==> src/nfcdc_map.svh <==
// Direct command codes and the decoder action count.
// Assumes inclusion by the decoder module and the bench only.
`ifndef NFCDC_MAP_SVH
`define NFCDC_MAP_SVH

`define NFCDC_CMD_CAL_DRV    8'hd8
`define NFCDC_CMD_MEAS_PHASE 8'hd9
`define NFCDC_CMD_CLR_RSSI   8'hda
`define NFCDC_CMD_CLR_FIFO   8'hdb
`define NFCDC_CMD_TRANSP     8'hdc
`define NFCDC_CMD_MEAS_SUPP  8'hdf
`define NFCDC_CMD_GPT_START  8'he0
`define NFCDC_CMD_WUT_START  8'he1
`define NFCDC_CMD_MRT_START  8'he2
`define NFCDC_CMD_NRT_START  8'he3
`define NFCDC_CMD_PPT_START  8'he4
`define NFCDC_CMD_NRT_STOP   8'he8

`define NFCDC_NUM_ACT        12

`endif

==> src/nfcdc_pkg.sv <==
// Types shared by the direct command decoder.
// Assumes the constants header is on the include path.
package nfcdc_pkg;
  typedef enum logic [3:0] {
    NFCDC_A_CAL_DRV    = 4'h0,
    NFCDC_A_MEAS_PHASE = 4'h1,
    NFCDC_A_CLR_RSSI   = 4'h2,
    NFCDC_A_CLR_FIFO   = 4'h3,
    NFCDC_A_TRANSP     = 4'h4,
    NFCDC_A_MEAS_SUPP  = 4'h5,
    NFCDC_A_GPT_START  = 4'h6,
    NFCDC_A_WUT_START  = 4'h7,
    NFCDC_A_MRT_START  = 4'h8,
    NFCDC_A_NRT_START  = 4'h9,
    NFCDC_A_PPT_START  = 4'ha,
    NFCDC_A_NRT_STOP   = 4'hb
  } nfcdc_act_t;

  typedef enum logic [0:0] {
    NFCDC_S_IDLE = 1'b0,
    NFCDC_S_HOLD = 1'b1
  } nfcdc_state_t;
endpackage

==> src/nfcdc_decoder.sv <==
// Direct command decoder: one host byte in, the matching action outputs out.
// Assumes cmd_valid/cmd_code come from the host interface logic on mclk.
//
// Functional notes
// - Code DA zeroes the signal strength bits and restarts the measurement.
// - Code DB empties the transmit/receive buffer and its fill level.
// - Code DC switches the device into transparent mode.
// - Code DF starts a supply voltage measurement.
// - Code D9 measures phase between antenna driver output and receiver input.
// - Code D8 starts a driver timing calibration with the current setting.
// - Code E0 starts the general purpose timer.
// - Code E1 starts the wake-up timer except while in the wake-up state.
// - Code E2 starts the receive-masking timer together with squelch.
// - Code E3 starts the no-response timer and E8 stops it.
// - Code E4 starts the secondary peer power-on timer.
// - The D8 calibration takes its setting from the driver timing display.
`timescale 1ns/1ns
`include "nfcdc_map.svh"

module nfcdc_decoder #(
  parameter int DRV_W = 4
) (
  input  wire logic             mclk,        // System clock, 50 MHz
  input  wire logic             rst_b,       // Async reset, active low
  input  wire logic             clk_en,      // Clock enable, freezes state
  input  wire logic             cmd_valid,   // One-cycle pulse: byte present
  input  wire logic [7:0]       cmd_code,    // Command byte
  input  wire logic             wake_up_state, // Device is in wake-up state
  input  wire logic [DRV_W-1:0] drv_timing,  // Driver timing display value
  output logic                  rssi_clear,  // Pulse: clear strength bits
  output logic                  rssi_start,  // Pulse: restart strength meas
  output logic                  fifo_clear,  // Pulse: empty buffer
  output logic                  transparent, // Level: transparent mode
  output logic                  meas_supply, // Pulse: supply measurement
  output logic                  meas_phase,  // Pulse: phase measurement
  output logic                  cal_start,   // Pulse: calibration start
  output logic [DRV_W-1:0]      cal_setting, // Setting captured for cal
  output logic                  gpt_start,   // Pulse: general timer start
  output logic                  wut_start,   // Pulse: wake-up timer start
  output logic                  mrt_start,   // Pulse: mask-receive start
  output logic                  squelch_start, // Pulse: squelch start
  output logic                  nrt_start,   // Pulse: no-response start
  output logic                  nrt_stop,    // Pulse: no-response stop
  output logic                  ppt_start,   // Pulse: peer power-on start
  output logic                  cmd_ignored  // Pulse: code undefined/refused
);
  import nfcdc_pkg::*;

  // ---------------------------------------------------------------
  // Decode
  // ---------------------------------------------------------------
  localparam logic [7:0] CODES [`NFCDC_NUM_ACT] = '{
    `NFCDC_CMD_CAL_DRV, `NFCDC_CMD_MEAS_PHASE, `NFCDC_CMD_CLR_RSSI,
    `NFCDC_CMD_CLR_FIFO, `NFCDC_CMD_TRANSP, `NFCDC_CMD_MEAS_SUPP,
    `NFCDC_CMD_GPT_START, `NFCDC_CMD_WUT_START, `NFCDC_CMD_MRT_START,
    `NFCDC_CMD_NRT_START, `NFCDC_CMD_PPT_START, `NFCDC_CMD_NRT_STOP};

  wire logic [`NFCDC_NUM_ACT-1:0] hit;
  wire logic [`NFCDC_NUM_ACT-1:0] act;
  wire logic                      take;
  wire logic                      wut_block;

  // A byte is taken in each cycle its strobe is seen with clk_en high
  assign take = cmd_valid & clk_en;

  genvar gi;
  generate
    for (gi = 0; gi < `NFCDC_NUM_ACT; gi++) begin : g_dec
      assign hit[gi] = take & (cmd_code == CODES[gi]);
    end
  endgenerate

  // Wake-up timer cannot be restarted from inside the wake-up state
  assign wut_block = hit[NFCDC_A_WUT_START] & wake_up_state;
  assign act = hit & ~({{(`NFCDC_NUM_ACT-1){1'b0}}, wut_block}
                       << NFCDC_A_WUT_START);

  // ---------------------------------------------------------------
  // Action pulses
  // ---------------------------------------------------------------
  nfcdc_state_t state;

  always_ff @(posedge mclk or negedge rst_b) begin
    if (!rst_b) begin
      rssi_clear    <= 1'b0;
      rssi_start    <= 1'b0;
      fifo_clear    <= 1'b0;
      meas_supply   <= 1'b0;
      meas_phase    <= 1'b0;
      cal_start     <= 1'b0;
      gpt_start     <= 1'b0;
      wut_start     <= 1'b0;
      mrt_start     <= 1'b0;
      squelch_start <= 1'b0;
      nrt_start     <= 1'b0;
      nrt_stop      <= 1'b0;
      ppt_start     <= 1'b0;
      cmd_ignored   <= 1'b0;
    end else if (clk_en) begin
      rssi_clear    <= act[NFCDC_A_CLR_RSSI];
      rssi_start    <= act[NFCDC_A_CLR_RSSI];
      fifo_clear    <= act[NFCDC_A_CLR_FIFO];
      meas_supply   <= act[NFCDC_A_MEAS_SUPP];
      meas_phase    <= act[NFCDC_A_MEAS_PHASE];
      cal_start     <= act[NFCDC_A_CAL_DRV];
      gpt_start     <= act[NFCDC_A_GPT_START];
      wut_start     <= act[NFCDC_A_WUT_START];
      mrt_start     <= act[NFCDC_A_MRT_START];
      squelch_start <= act[NFCDC_A_MRT_START];
      nrt_start     <= act[NFCDC_A_NRT_START];
      nrt_stop      <= act[NFCDC_A_NRT_STOP];
      ppt_start     <= act[NFCDC_A_PPT_START];
      cmd_ignored   <= take & ~(|act);
    end
  end

  // Setting is latched with the start so later display changes can't
  // disturb a calibration already under way
  always_ff @(posedge mclk or negedge rst_b) begin
    if (!rst_b) begin
      cal_setting <= '0;
    end else if (clk_en && act[NFCDC_A_CAL_DRV]) begin
      cal_setting <= drv_timing;
    end
  end

  // ---------------------------------------------------------------
  // Transparent mode
  // ---------------------------------------------------------------
  // Held until reset; leaving the mode is outside this decoder
  always_ff @(posedge mclk or negedge rst_b) begin
    if (!rst_b) begin
      state <= NFCDC_S_IDLE;
    end else if (clk_en) begin
      case (state)
        NFCDC_S_IDLE: begin
          if (act[NFCDC_A_TRANSP]) state <= NFCDC_S_HOLD;
        end
        NFCDC_S_HOLD: state <= NFCDC_S_HOLD;
        default:      state <= NFCDC_S_IDLE;
      endcase
    end
  end

  always_ff @(posedge mclk or negedge rst_b) begin
    if (!rst_b) transparent <= 1'b0;
    else if (clk_en) transparent <= (state == NFCDC_S_HOLD) |
                                    act[NFCDC_A_TRANSP];
  end

  // ---------------------------------------------------------------
  // Assertions
  // ---------------------------------------------------------------
  a_rssi_restart: assert property (@(posedge mclk) disable iff (!rst_b)
    (clk_en && cmd_valid && cmd_code == 8'hda) |=> (rssi_clear && rssi_start))
    else $error("clear strength did not restart measurement");
  a_fifo_clear: assert property (@(posedge mclk) disable iff (!rst_b)
    (clk_en && cmd_valid && cmd_code == 8'hdb) |=> fifo_clear)
    else $error("buffer clear missing");
  a_transp_sticky: assert property (@(posedge mclk) disable iff (!rst_b)
    (clk_en && cmd_valid && cmd_code == 8'hdc) |=> transparent [*3])
    else $error("transparent mode not held");
  a_supply_meas: assert property (@(posedge mclk) disable iff (!rst_b)
    $rose(meas_supply) |-> $past(cmd_code) == 8'hdf)
    else $error("supply measurement from wrong code");
  a_phase_meas: assert property (@(posedge mclk) disable iff (!rst_b)
    (clk_en && cmd_valid && cmd_code == 8'hd9) |=> meas_phase)
    else $error("phase measurement missing");
  a_cal_setting: assert property (@(posedge mclk) disable iff (!rst_b)
    cal_start |-> cal_setting == $past(drv_timing))
    else $error("calibration setting not captured");
  a_wut_blocked: assert property (@(posedge mclk) disable iff (!rst_b)
    (clk_en && cmd_valid && cmd_code == 8'he1 && wake_up_state) |=>
    !wut_start && cmd_ignored)
    else $error("wake-up timer started in wake-up state");
  a_mask_squelch: assert property (@(posedge mclk) disable iff (!rst_b)
    (clk_en && cmd_valid && cmd_code == 8'he2) |=>
    (mrt_start && squelch_start))
    else $error("mask timer and squelch out of step");
  a_nrt_excl: assert property (@(posedge mclk) disable iff (!rst_b)
    !(nrt_start && nrt_stop))
    else $error("no-response start and stop together");
  a_gpt_ppt: assert property (@(posedge mclk) disable iff (!rst_b)
    (clk_en && cmd_valid && cmd_code == 8'he0) |=> gpt_start && !ppt_start)
    else $error("general timer start wrong");
  a_ppt_start: assert property (@(posedge mclk) disable iff (!rst_b)
    (clk_en && cmd_valid && cmd_code == 8'he4) |=> ppt_start)
    else $error("peer power-on timer start missing");
  a_once_only: assert property (@(posedge mclk) disable iff (!rst_b)
    (clk_en && !cmd_valid) |=> !(fifo_clear || gpt_start || cmd_ignored))
    else $error("action without a command");
  a_cal_pulse: assert property (@(posedge mclk) disable iff (!rst_b)
    (clk_en && cmd_valid && cmd_code == 8'hd8) |=> cal_start)
    else $error("calibration start missing");
  a_nrt_start: assert property (@(posedge mclk) disable iff (!rst_b)
    (clk_en && cmd_valid && cmd_code == 8'he3) |=> (nrt_start && !nrt_stop))
    else $error("no-response start missing");
  a_nrt_stop: assert property (@(posedge mclk) disable iff (!rst_b)
    (clk_en && cmd_valid && cmd_code == 8'he8) |=> (nrt_stop && !nrt_start))
    else $error("no-response stop missing");
  a_wut_start: assert property (@(posedge mclk) disable iff (!rst_b)
    (clk_en && cmd_valid && cmd_code == 8'he1 && !wake_up_state) |=>
    (wut_start && !cmd_ignored))
    else $error("wake-up timer start missing");
  a_supply_pulse: assert property (@(posedge mclk) disable iff (!rst_b)
    (clk_en && cmd_valid && cmd_code == 8'hdf) |=> meas_supply)
    else $error("supply measurement missing");
  // Undefined codes must raise cmd_ignored and leave fifo_clear and gpt_start quiet
  a_undef_code: assert property (@(posedge mclk) disable iff (!rst_b)
    (clk_en && cmd_valid && !(cmd_code inside {8'hd8, 8'hd9, 8'hda, 8'hdb,
    8'hdc, 8'hdf, 8'he0, 8'he1, 8'he2, 8'he3, 8'he4, 8'he8})) |=>
    (cmd_ignored && !fifo_clear && !gpt_start))
    else $error("undefined code not ignored");
  a_cal_stable: assert property (@(posedge mclk) disable iff (!rst_b)
    (clk_en && !(cmd_valid && cmd_code == 8'hd8)) |=> $stable(cal_setting))
    else $error("calibration setting changed without a command");
  a_rssi_only: assert property (@(posedge mclk) disable iff (!rst_b)
    (clk_en && !(cmd_valid && cmd_code == 8'hda)) |=>
    (!rssi_clear && !rssi_start))
    else $error("strength clear without its command");
  a_fifo_only: assert property (@(posedge mclk) disable iff (!rst_b)
    (clk_en && !(cmd_valid && cmd_code == 8'hdb)) |=> !fifo_clear)
    else $error("buffer clear without its command");
  a_phase_only: assert property (@(posedge mclk) disable iff (!rst_b)
    (clk_en && !(cmd_valid && cmd_code == 8'hd9)) |=> !meas_phase)
    else $error("phase measurement without its command");
  a_transp_hold: assert property (@(posedge mclk) disable iff (!rst_b)
    transparent |=> transparent)
    else $error("transparent mode dropped");
  a_ppt_only: assert property (@(posedge mclk) disable iff (!rst_b)
    (clk_en && !(cmd_valid && cmd_code == 8'he4)) |=> !ppt_start)
    else $error("peer power-on start without its command");
endmodule // nfcdc_decoder

==> config.mk <==
export PLATFORM = sky130hd
export DESIGN_NAME = nfcdc_decoder
export DESIGN_NICKNAME = d
export VERILOG_FILES = /design/src/nfcdc_pkg.sv /design/src/nfcdc_decoder.sv
export VERILOG_INCLUDE_DIRS = /design/src /design/src/src
export SDC_FILE = /design/constraint.sdc
export NUM_CORES = 1
export LEC_CHECK = 0
export BUFFER_PORTS_ARGS = -buffer_cell sky130_fd_sc_hd__buf_2
export CAP_MARGIN = 20
export CORE_MARGIN = 5
export CORE_UTILIZATION = 30
export CTS_CLUSTER_SIZE = 16
export DETAILED_ROUTE_END_ITERATION = 7
export PLACE_DENSITY = 0.54
export SLEW_MARGIN = 10
export SYNTH_ARGS = -nofsm -noshare
export SYNTH_HDL_FRONTEND = slang
export SYNTH_SLANG_ARGS = --single-unit
==> constraint.sdc <==
create_clock -name mclk -period 1 [get_ports mclk]
set_input_delay 0.1 -clock mclk [delete_from_list [all_inputs] [get_ports mclk]]
set_output_delay 0.1 -clock mclk [all_outputs]
set_load 0.1 [all_outputs]
======== Yosys cells after proc, flatten, opt, wreduce, memory -nomap -nowiden ========
Index checks and enable logic that the tools add are counted.
storage, ports and cells
  register bits ........................... 18
  bits of input ports ..................... 17
  bits in writable memories ............... 0
  memories ................................ 0
  bits in read-only memories .............. 0
  bits in latches ......................... 0
  word-level logic and storage cells ...... 51
  output and inout bits ................... 19
operators by class
  equality and inequality tests ........... 12
  add/subtract/negate cells ............... 0
  div/mod/pow operators ................... 0
  bitwise gates (word level) .............. 20
  shift operators ......................... 0
  magnitude comparators ................... 0
  $mul .................................... 0
  reduce and logical (&&, ||, !) cells .... 2
  multiplexer cells ....................... 2
operator list
  operator              number
  $eq A8 B8 Y1 const B  12
  $and A1 B1 Y1         15
  $and A12 B12 Y12      1
  $not A8 Y12           1
  $reduce_or A12 Y1     1
  $not A1 Y1            2
  $pmux W1 S2           1
  $logic_and A1 B1 Y1   1
  $mux W1               1
  $or A1 B1 Y1          1

======== Longest topological paths before layout ========
Gate-level depths: netlist of run 1.
  depth in word-level cells ............... 8
  mapped depth ............................ 5
  mapped depth without buffers ............ 4

======== Worst setup path before layout of run 1 ========
Ideal clock, no wire load.
  path type ............................... register to output
  from .................................... reg rssi_start
  to ...................................... out rssi_start
  slack ................................... -441 ps
  arrival ................................. 1341 ps
  required time ........................... 900 ps
  cell stages (with the launch flop) ...... 2
  buffers on the path ..................... 1
  cell sequence ........................... dfrtp_1 > buf_4
RTL lines
  what                    RTL line              text
  start, declared         nfcdc_decoder.sv:31   output logic rssi_start,
  start signal, assigned  nfcdc_decoder.sv:101  rssi_start <= act[NFCDC_A_CLR_RSSI];
No word-level cell between the ends.

==> results of run 1 <==
[state kept, by name, summed over array words and instances (netlist names)]
| signal | flops |
|---|---|
| meas_phase | 1 |
| cal_start | 1 |
| squelch_start | 1 |
| wut_start | 1 |
| nrt_start | 1 |
| fifo_clear | 1 |
| meas_supply | 1 |
| ppt_start | 1 |
| cal_setting | 4 |
| state | 1 |
| cmd_ignored | 1 |
| rssi_start | 1 |
| nrt_stop | 1 |
| gpt_start | 1 |
[synth_stat cells (2+ instances only)]
| cell | n | area [um^2] |
|---|---|---|
| a21o_1 | 2 | 15.0 |
| a22o_1 | 3 | 26.3 |
| a32o_1 | 3 | 30.0 |
| buf_4 | 3 | 22.5 |
| dfrtp_1 | 17 | 425 |
| mux2_1 | 4 | 45.0 |
| nand2_1 | 3 | 11.3 |
| nand2b_1 | 2 | 12.5 |
| nor2_1 | 6 | 22.5 |
| nor3_1 | 3 | 15.0 |
| nor4_1 | 2 | 12.5 |
| o21ai_0 | 2 | 10.0 |
| o2bb2ai_1 | 5 | 43.8 |
[cell type report]
type	instances	area, um^2
clock inverter	1	5.00
sequential	17	449
timing repair buffer	56	621
multi-input combinational	45	389
tap	31	38.8
fill	246	1180
clock buffer	3	22.5
inverter	1	3.75
[metal layers]
metal,vias up,global-route usage (%)
met1,375,13.9
met5,-,0
met4,0,5.57
met2,18,20.7
met3,4,2.70
li1,361,-
[what timing repair did]
action	CTS	global route
setup buffers	1	1
endpoints found under the hold margin	17	0
resized for setup	1	1
hold buffers	1	0
setup endpoints to repair	23	23
[cells by family after synthesis]
family                 Yosys count  share of synthesized area [%]
muxes                            4                           5.44
AOI/OAI and AO/OA               16                           16.6
DFF                             17                           51.4
and+or+nand+nor                 25                           20.4
buffers and inverters            6                           6.19
[path summary, 6_finish.rpt]
check / from / to / slack, ps / cells past startpoint
min in group asynchronous: rst_b / nrt_stop$_DFFE_PN0P_ / 240 / 2
max in group asynchronous: rst_b / squelch_start$_DFFE_PN0P_ / 460 / 2
setup reg to reg: cal_setting[3]$_DFFE_PN0P_ / cal_setting[3]$_DFFE_PN0P_ / 70 / 2
hold reg to reg: state$_DFFE_PN0P_ / state$_DFFE_PN0P_ / 520 / 1
hold / removal: drv_timing[3] / cal_setting[3]$_DFFE_PN0P_ / 20 / 2
setup / recovery: squelch_start$_DFFE_PN0P_ / mrt_start / -90 / 1
[metrics by stage]
stage               area [um^2]  hold WS, ps
finish                     1530         24.6
floorplan                   895         -196
detailed placement         1470         46.0
global route               1530         12.3
CTS                        1520         17.3
global placement           1470         39.6
[report_power, final]
part / switching [mW] / internal [mW]
clock network: 0.223 / 0.149
registers: 0.0129 / 0.700
logic: 0.178 / 0.133
==> impl_metrics.ini, run 1 <==
[status]
run_status = complete, but fails checks
violations = setup timing

[final_layout]
fin_util_pct = 56.4
layout-drive-gt1-share_pct = 72.4
nets = 141
diodes = 0
layout.cells.most_common_list = 20 x buf_4, 19 x buf_12, 16 x dfrtp_2, 16 x buf_2, 6 x nor2_1
area_growth_pct = 84.6
final_common_cell = buf_4
fin_cells = 154

[power]
peakVddDrop_uv = 593
power_mw = 1.40
power.density_mw_per_mm2 = 913
p_leak_nw = 0.697

[setup_path]
endpoint_kind = primary output
worstPathCellList = buf_12
crit_path_top_delay_cell = dfrtp_4
crit_type = reg2out
cp.buffers_inverters = 1
cp.arrival_ps = 990
slowest_delay_ps = 520
start_kind = register
path_max_fanout = 3
critical-path-top-delay-family = flip-flops
worst_ep_required_time_ps = 900

[routing]
wl_met2_um = 1200
post-route-drc-count = 0
viasPerCell = 4.92
highest_layer = met4
post_drt_wl_per_cell_um = 14.7
routed_wirelength_um = 2260
wl_met1_um = 933
route.met3.wl_um = 83
ant_nets = 0
via_count = 758
drtIter0Drc = 8
firstDrtPassIters = 4

[timing]
worst_clock_skew_ps = 0
hold_viol_final = 0
rsz0062_at_grt = true
setup_slack_ps = -93.6
fin_crit_ps = 1090
fin_crit_sh_pct = 109
fmax_mhz = 914
slew_headroom_pct = 74.1
worst_pin_slew_ps = 388
finalMaxSlewViolations = 0
setup_violations = 14
fin_setup_tns_ps = -335

[logic_synthesis]
netlist_area_um2 = 828
async_reset_ff_share_pct = 100
synth_nets = 85
synth_enable_flop_cells = 0
ys_seq_area_share_pct = 51.4
synth_flop_cell = dfrtp_1
synth_warnings = 0
ys_ff_latch = 17
syn-mean-instance-area_um2 = 12.2
synthDistinctLibCells = 26
synthCells = 68

[floorplanning]
dieWidth_um = 62.5
die-area_mm2 = 0.00391
coreArea_mm2 = 0.00271
die_h_um = 62.5
io_pins = 36
num_rows = 19
start_util_pct = 30.6

[clock_network]
cts_tree = built
numCtsBuffers = 3
htree_num_levels = 1
cts_root_buffer = clkbuf_4
clkTransAtPathRegs_ps = 100
worstSkewPairLatency_ps = 290
cts_sinks = 17
clockBufferDepth = 2

[placement]
dp_cells = 147
place_hpwl_um = 1870
pre_cts_slack_ps = -364
io_buffers = 35
gp_congestion = 0.797

[grt]
grt_pass1_wl_um = 3780
grt_start_max_net_pins = 18
track_usage_pct = 12.0
grt_pass1_vias = 812
globalRouteOverflowTotal = 0
antenna_found_initial = 0

[min_path]
min_path_type = in2reg

[job]
drv_cap = 0
No activity file was read; power rests on OpenSTA's default activity.
==> run 2: changes to the inputs <==
--- a/config.mk
+++ b/config.mk
@@ -9,10 +9,10 @@
 export BUFFER_PORTS_ARGS = -buffer_cell sky130_fd_sc_hd__buf_2
 export CAP_MARGIN = 20
 export CORE_MARGIN = 5
-export CORE_UTILIZATION = 30
+export CORE_UTILIZATION = 44
 export CTS_CLUSTER_SIZE = 16
 export DETAILED_ROUTE_END_ITERATION = 7
-export PLACE_DENSITY = 0.54
+export PLACE_DENSITY = 0.74
 export SLEW_MARGIN = 10
 export SYNTH_ARGS = -nofsm -noshare
 export SYNTH_HDL_FRONTEND = slang
==> run 2 against run 1 <==
  * The flow still finishes with violations (setup timing)
  * Register-to-register slack got worse by 40 ps
  * Worst setup slack got worse by 3.4 ps
  * Non-clock buffer count rose by 5
  * Sequential share of layout area decreased by 1.2 points
  * Wire length rose by 48%
  * Power grew 2.7%
  * Clock-buffer cell count rose by 1
  * Flip-flop and latch count stayed put
  * Largest power group unchanged
==> impl_metrics.ini, run 2 (synthesis gave the netlist of run 1 again) <==
[setup_path]
reg2reg_depth = 2
cp.buffers_inverters = 1
r2r_slack_ps = 30
crit_path_top_delay_cell = dfrtp_4
worst_ep_required_time_ps = 900
cp.arrival_ps = 1000
start_kind = register
crit_type = reg2out
r2r-end = cal_setting[3]$_DFFE_PN0P_
slowest_delay_ps = 520
critical-path-top-delay-family = flip-flops
worstPathCellList = buf_12
reg2reg_from = cal_setting[3]$_DFFE_PN0P_
endpoint_kind = primary output
path_max_fanout = 3

[job]
drv_cap = 0

[power]
pwr-share-seq_pct = 49.8
intPower_mw = 0.999
p_sw_share_pct = 30.3
clkPwrFrac_pct = 25.8
power_mw = 1.43
p_leak_nw = 0.733
peakVddDrop_uv = 1050
p_switching_mw = 0.435
power.density_mw_per_mm2 = 900
combPwrFrac_pct = 24.4

[grt]
grt_start_max_net_pins = 18
grt_pass1_vias = 971
globalRouteOverflowTotal = 0
track_usage_pct = 25.6
antenna_found_initial = 0
grt_pass1_wl_um = 4930

[final_layout]
diodes = 0
largest_reg_flops = 4
layout-drive-gt1-share_pct = 75.8
nets = 146
final_common_cell = buf_4
n_fill_cell = 79
layout.cells.most_common_list = 25 x buf_4, 19 x buf_12, 16 x dfrtp_2
regMostFlops = cal_setting
area_growth_pct = 92.3

[status]
violations = setup timing
run_status = complete, but fails checks

[routing]
via_count = 887
post-route-drc-count = 0
ant_nets = 0
viasPerCell = 5.80
routed_wirelength_um = 3350
firstDrtPassIters = 5
drtIter0Drc = 33
post_drt_wl_per_cell_um = 21.9

[min_path]
whs_path_depth = 2
min_path_type = in2reg
hold_path_end = cal_setting[1]$_DFFE_PN0P_
worstHoldStart = drv_timing[1]

[timing]
hold_viol_final = 0
finalMaxSlewViolations = 0
fmax_mhz = 912
worst_pin_slew_ps = 396
fin_crit_sh_pct = 110
rsz0062_at_grt = true
fin_crit_ps = 1100
setup_violations = 14
fin_setup_tns_ps = -312
worst_clock_skew_ps = 0
slew_headroom_pct = 73.6
setup_slack_ps = -97.0

[floorplanning]
io_pins = 36
coreArea_mm2 = 0.00176
start_util_pct = 47.0
num_rows = 15
dieWidth_um = 53.4
die_h_um = 53.4
die-area_mm2 = 0.00285

[clock_network]
cts_root_buffer = clkbuf_4
cts_sinks = 17
worstSkewPairLatency_ps = 290
clockBufferDepth = 2
cts_tree = built
numCtsBuffers = 3
htree_num_levels = 1
clkTransAtPathRegs_ps = 90

[placement]
gp_congestion = 0.837
place_hpwl_um = 2060
io_buffers = 35
## run 2: repair_timing
action | CTS | global route
hold endpoints to repair | 17 | 0
buffers inserted | 3 | 1
pin swaps | 0 | 2
gates resized for setup | 2 | 7
setup endpoints to repair | 23 | 25
hold buffers | 1 | 0
## run 2: worst max path at each step
stage / start / cells past startpoint / to
4_1_cts: squelch_start$_DFFE_PN0P_ / 1 / mrt_start
6_report: squelch_start$_DFFE_PN0P_ / 1 / mrt_start
3_5_place_dp: cmd_code[5] / 5 / cal_setting[2]$_DFFE_PN0P_
2_1_floorplan: rssi_start$_DFFE_PN0P_ / 1 / rssi_start
3_3_place_gp: cmd_code[5] / 5 / cal_setting[2]$_DFFE_PN0P_
5_1_grt: squelch_start$_DFFE_PN0P_ / 1 / mrt_start
## run 2: routing by layer
layer | routed length [um] | GRT usage (%) | vias up
li1 | - | - | 377
met1 | 1240 | 26.5 | 427
met2 | 1710 | 45.7 | 59
met3 | 193 | 3.38 | 24
met4 | 208 | 19.6 | 0
met5 | 0 | 0 | -
## run 2: final cells by class
cell class,instances,area [um^2],area share (%)
sequential,17,449,28.2
tap,25,31.3,1.96
multi-input combinational,45,418,26.2
timing repair buffer,61,664,41.7
clock buffer,4,26.3,1.65
inverter,1,3.75,0.236
## run 2: power by group through the flow
| stage | Clock, mW | Sequential, mW | Combinational (mW) |
|---|---|---|---|
| global placement | 0 | 0.726 | 0.304 |
| finish | 0.370 | 0.714 | 0.350 |
| detailed placement | 0 | 0.726 | 0.317 |
| global route | 0.413 | 0.715 | 0.365 |
| floorplan | 0 | 0.801 | 0.0665 |
| CTS | 0.379 | 0.713 | 0.330 |
## run 2: per-stage QoR
step	cells	setup slack, ps	cell area (um^2)	util, %	hold slack, ps
finish	153	-97.0	1590	90.3	46.0
global route	153	-118	1590	90.3	37.8
CTS	152	-105	1550	87.9	28.5
detailed placement	144	-356	1490	84.4	40.4
global placement	144	-323	1490	84.4	28.2
floorplan	68	-147	895	-	-196
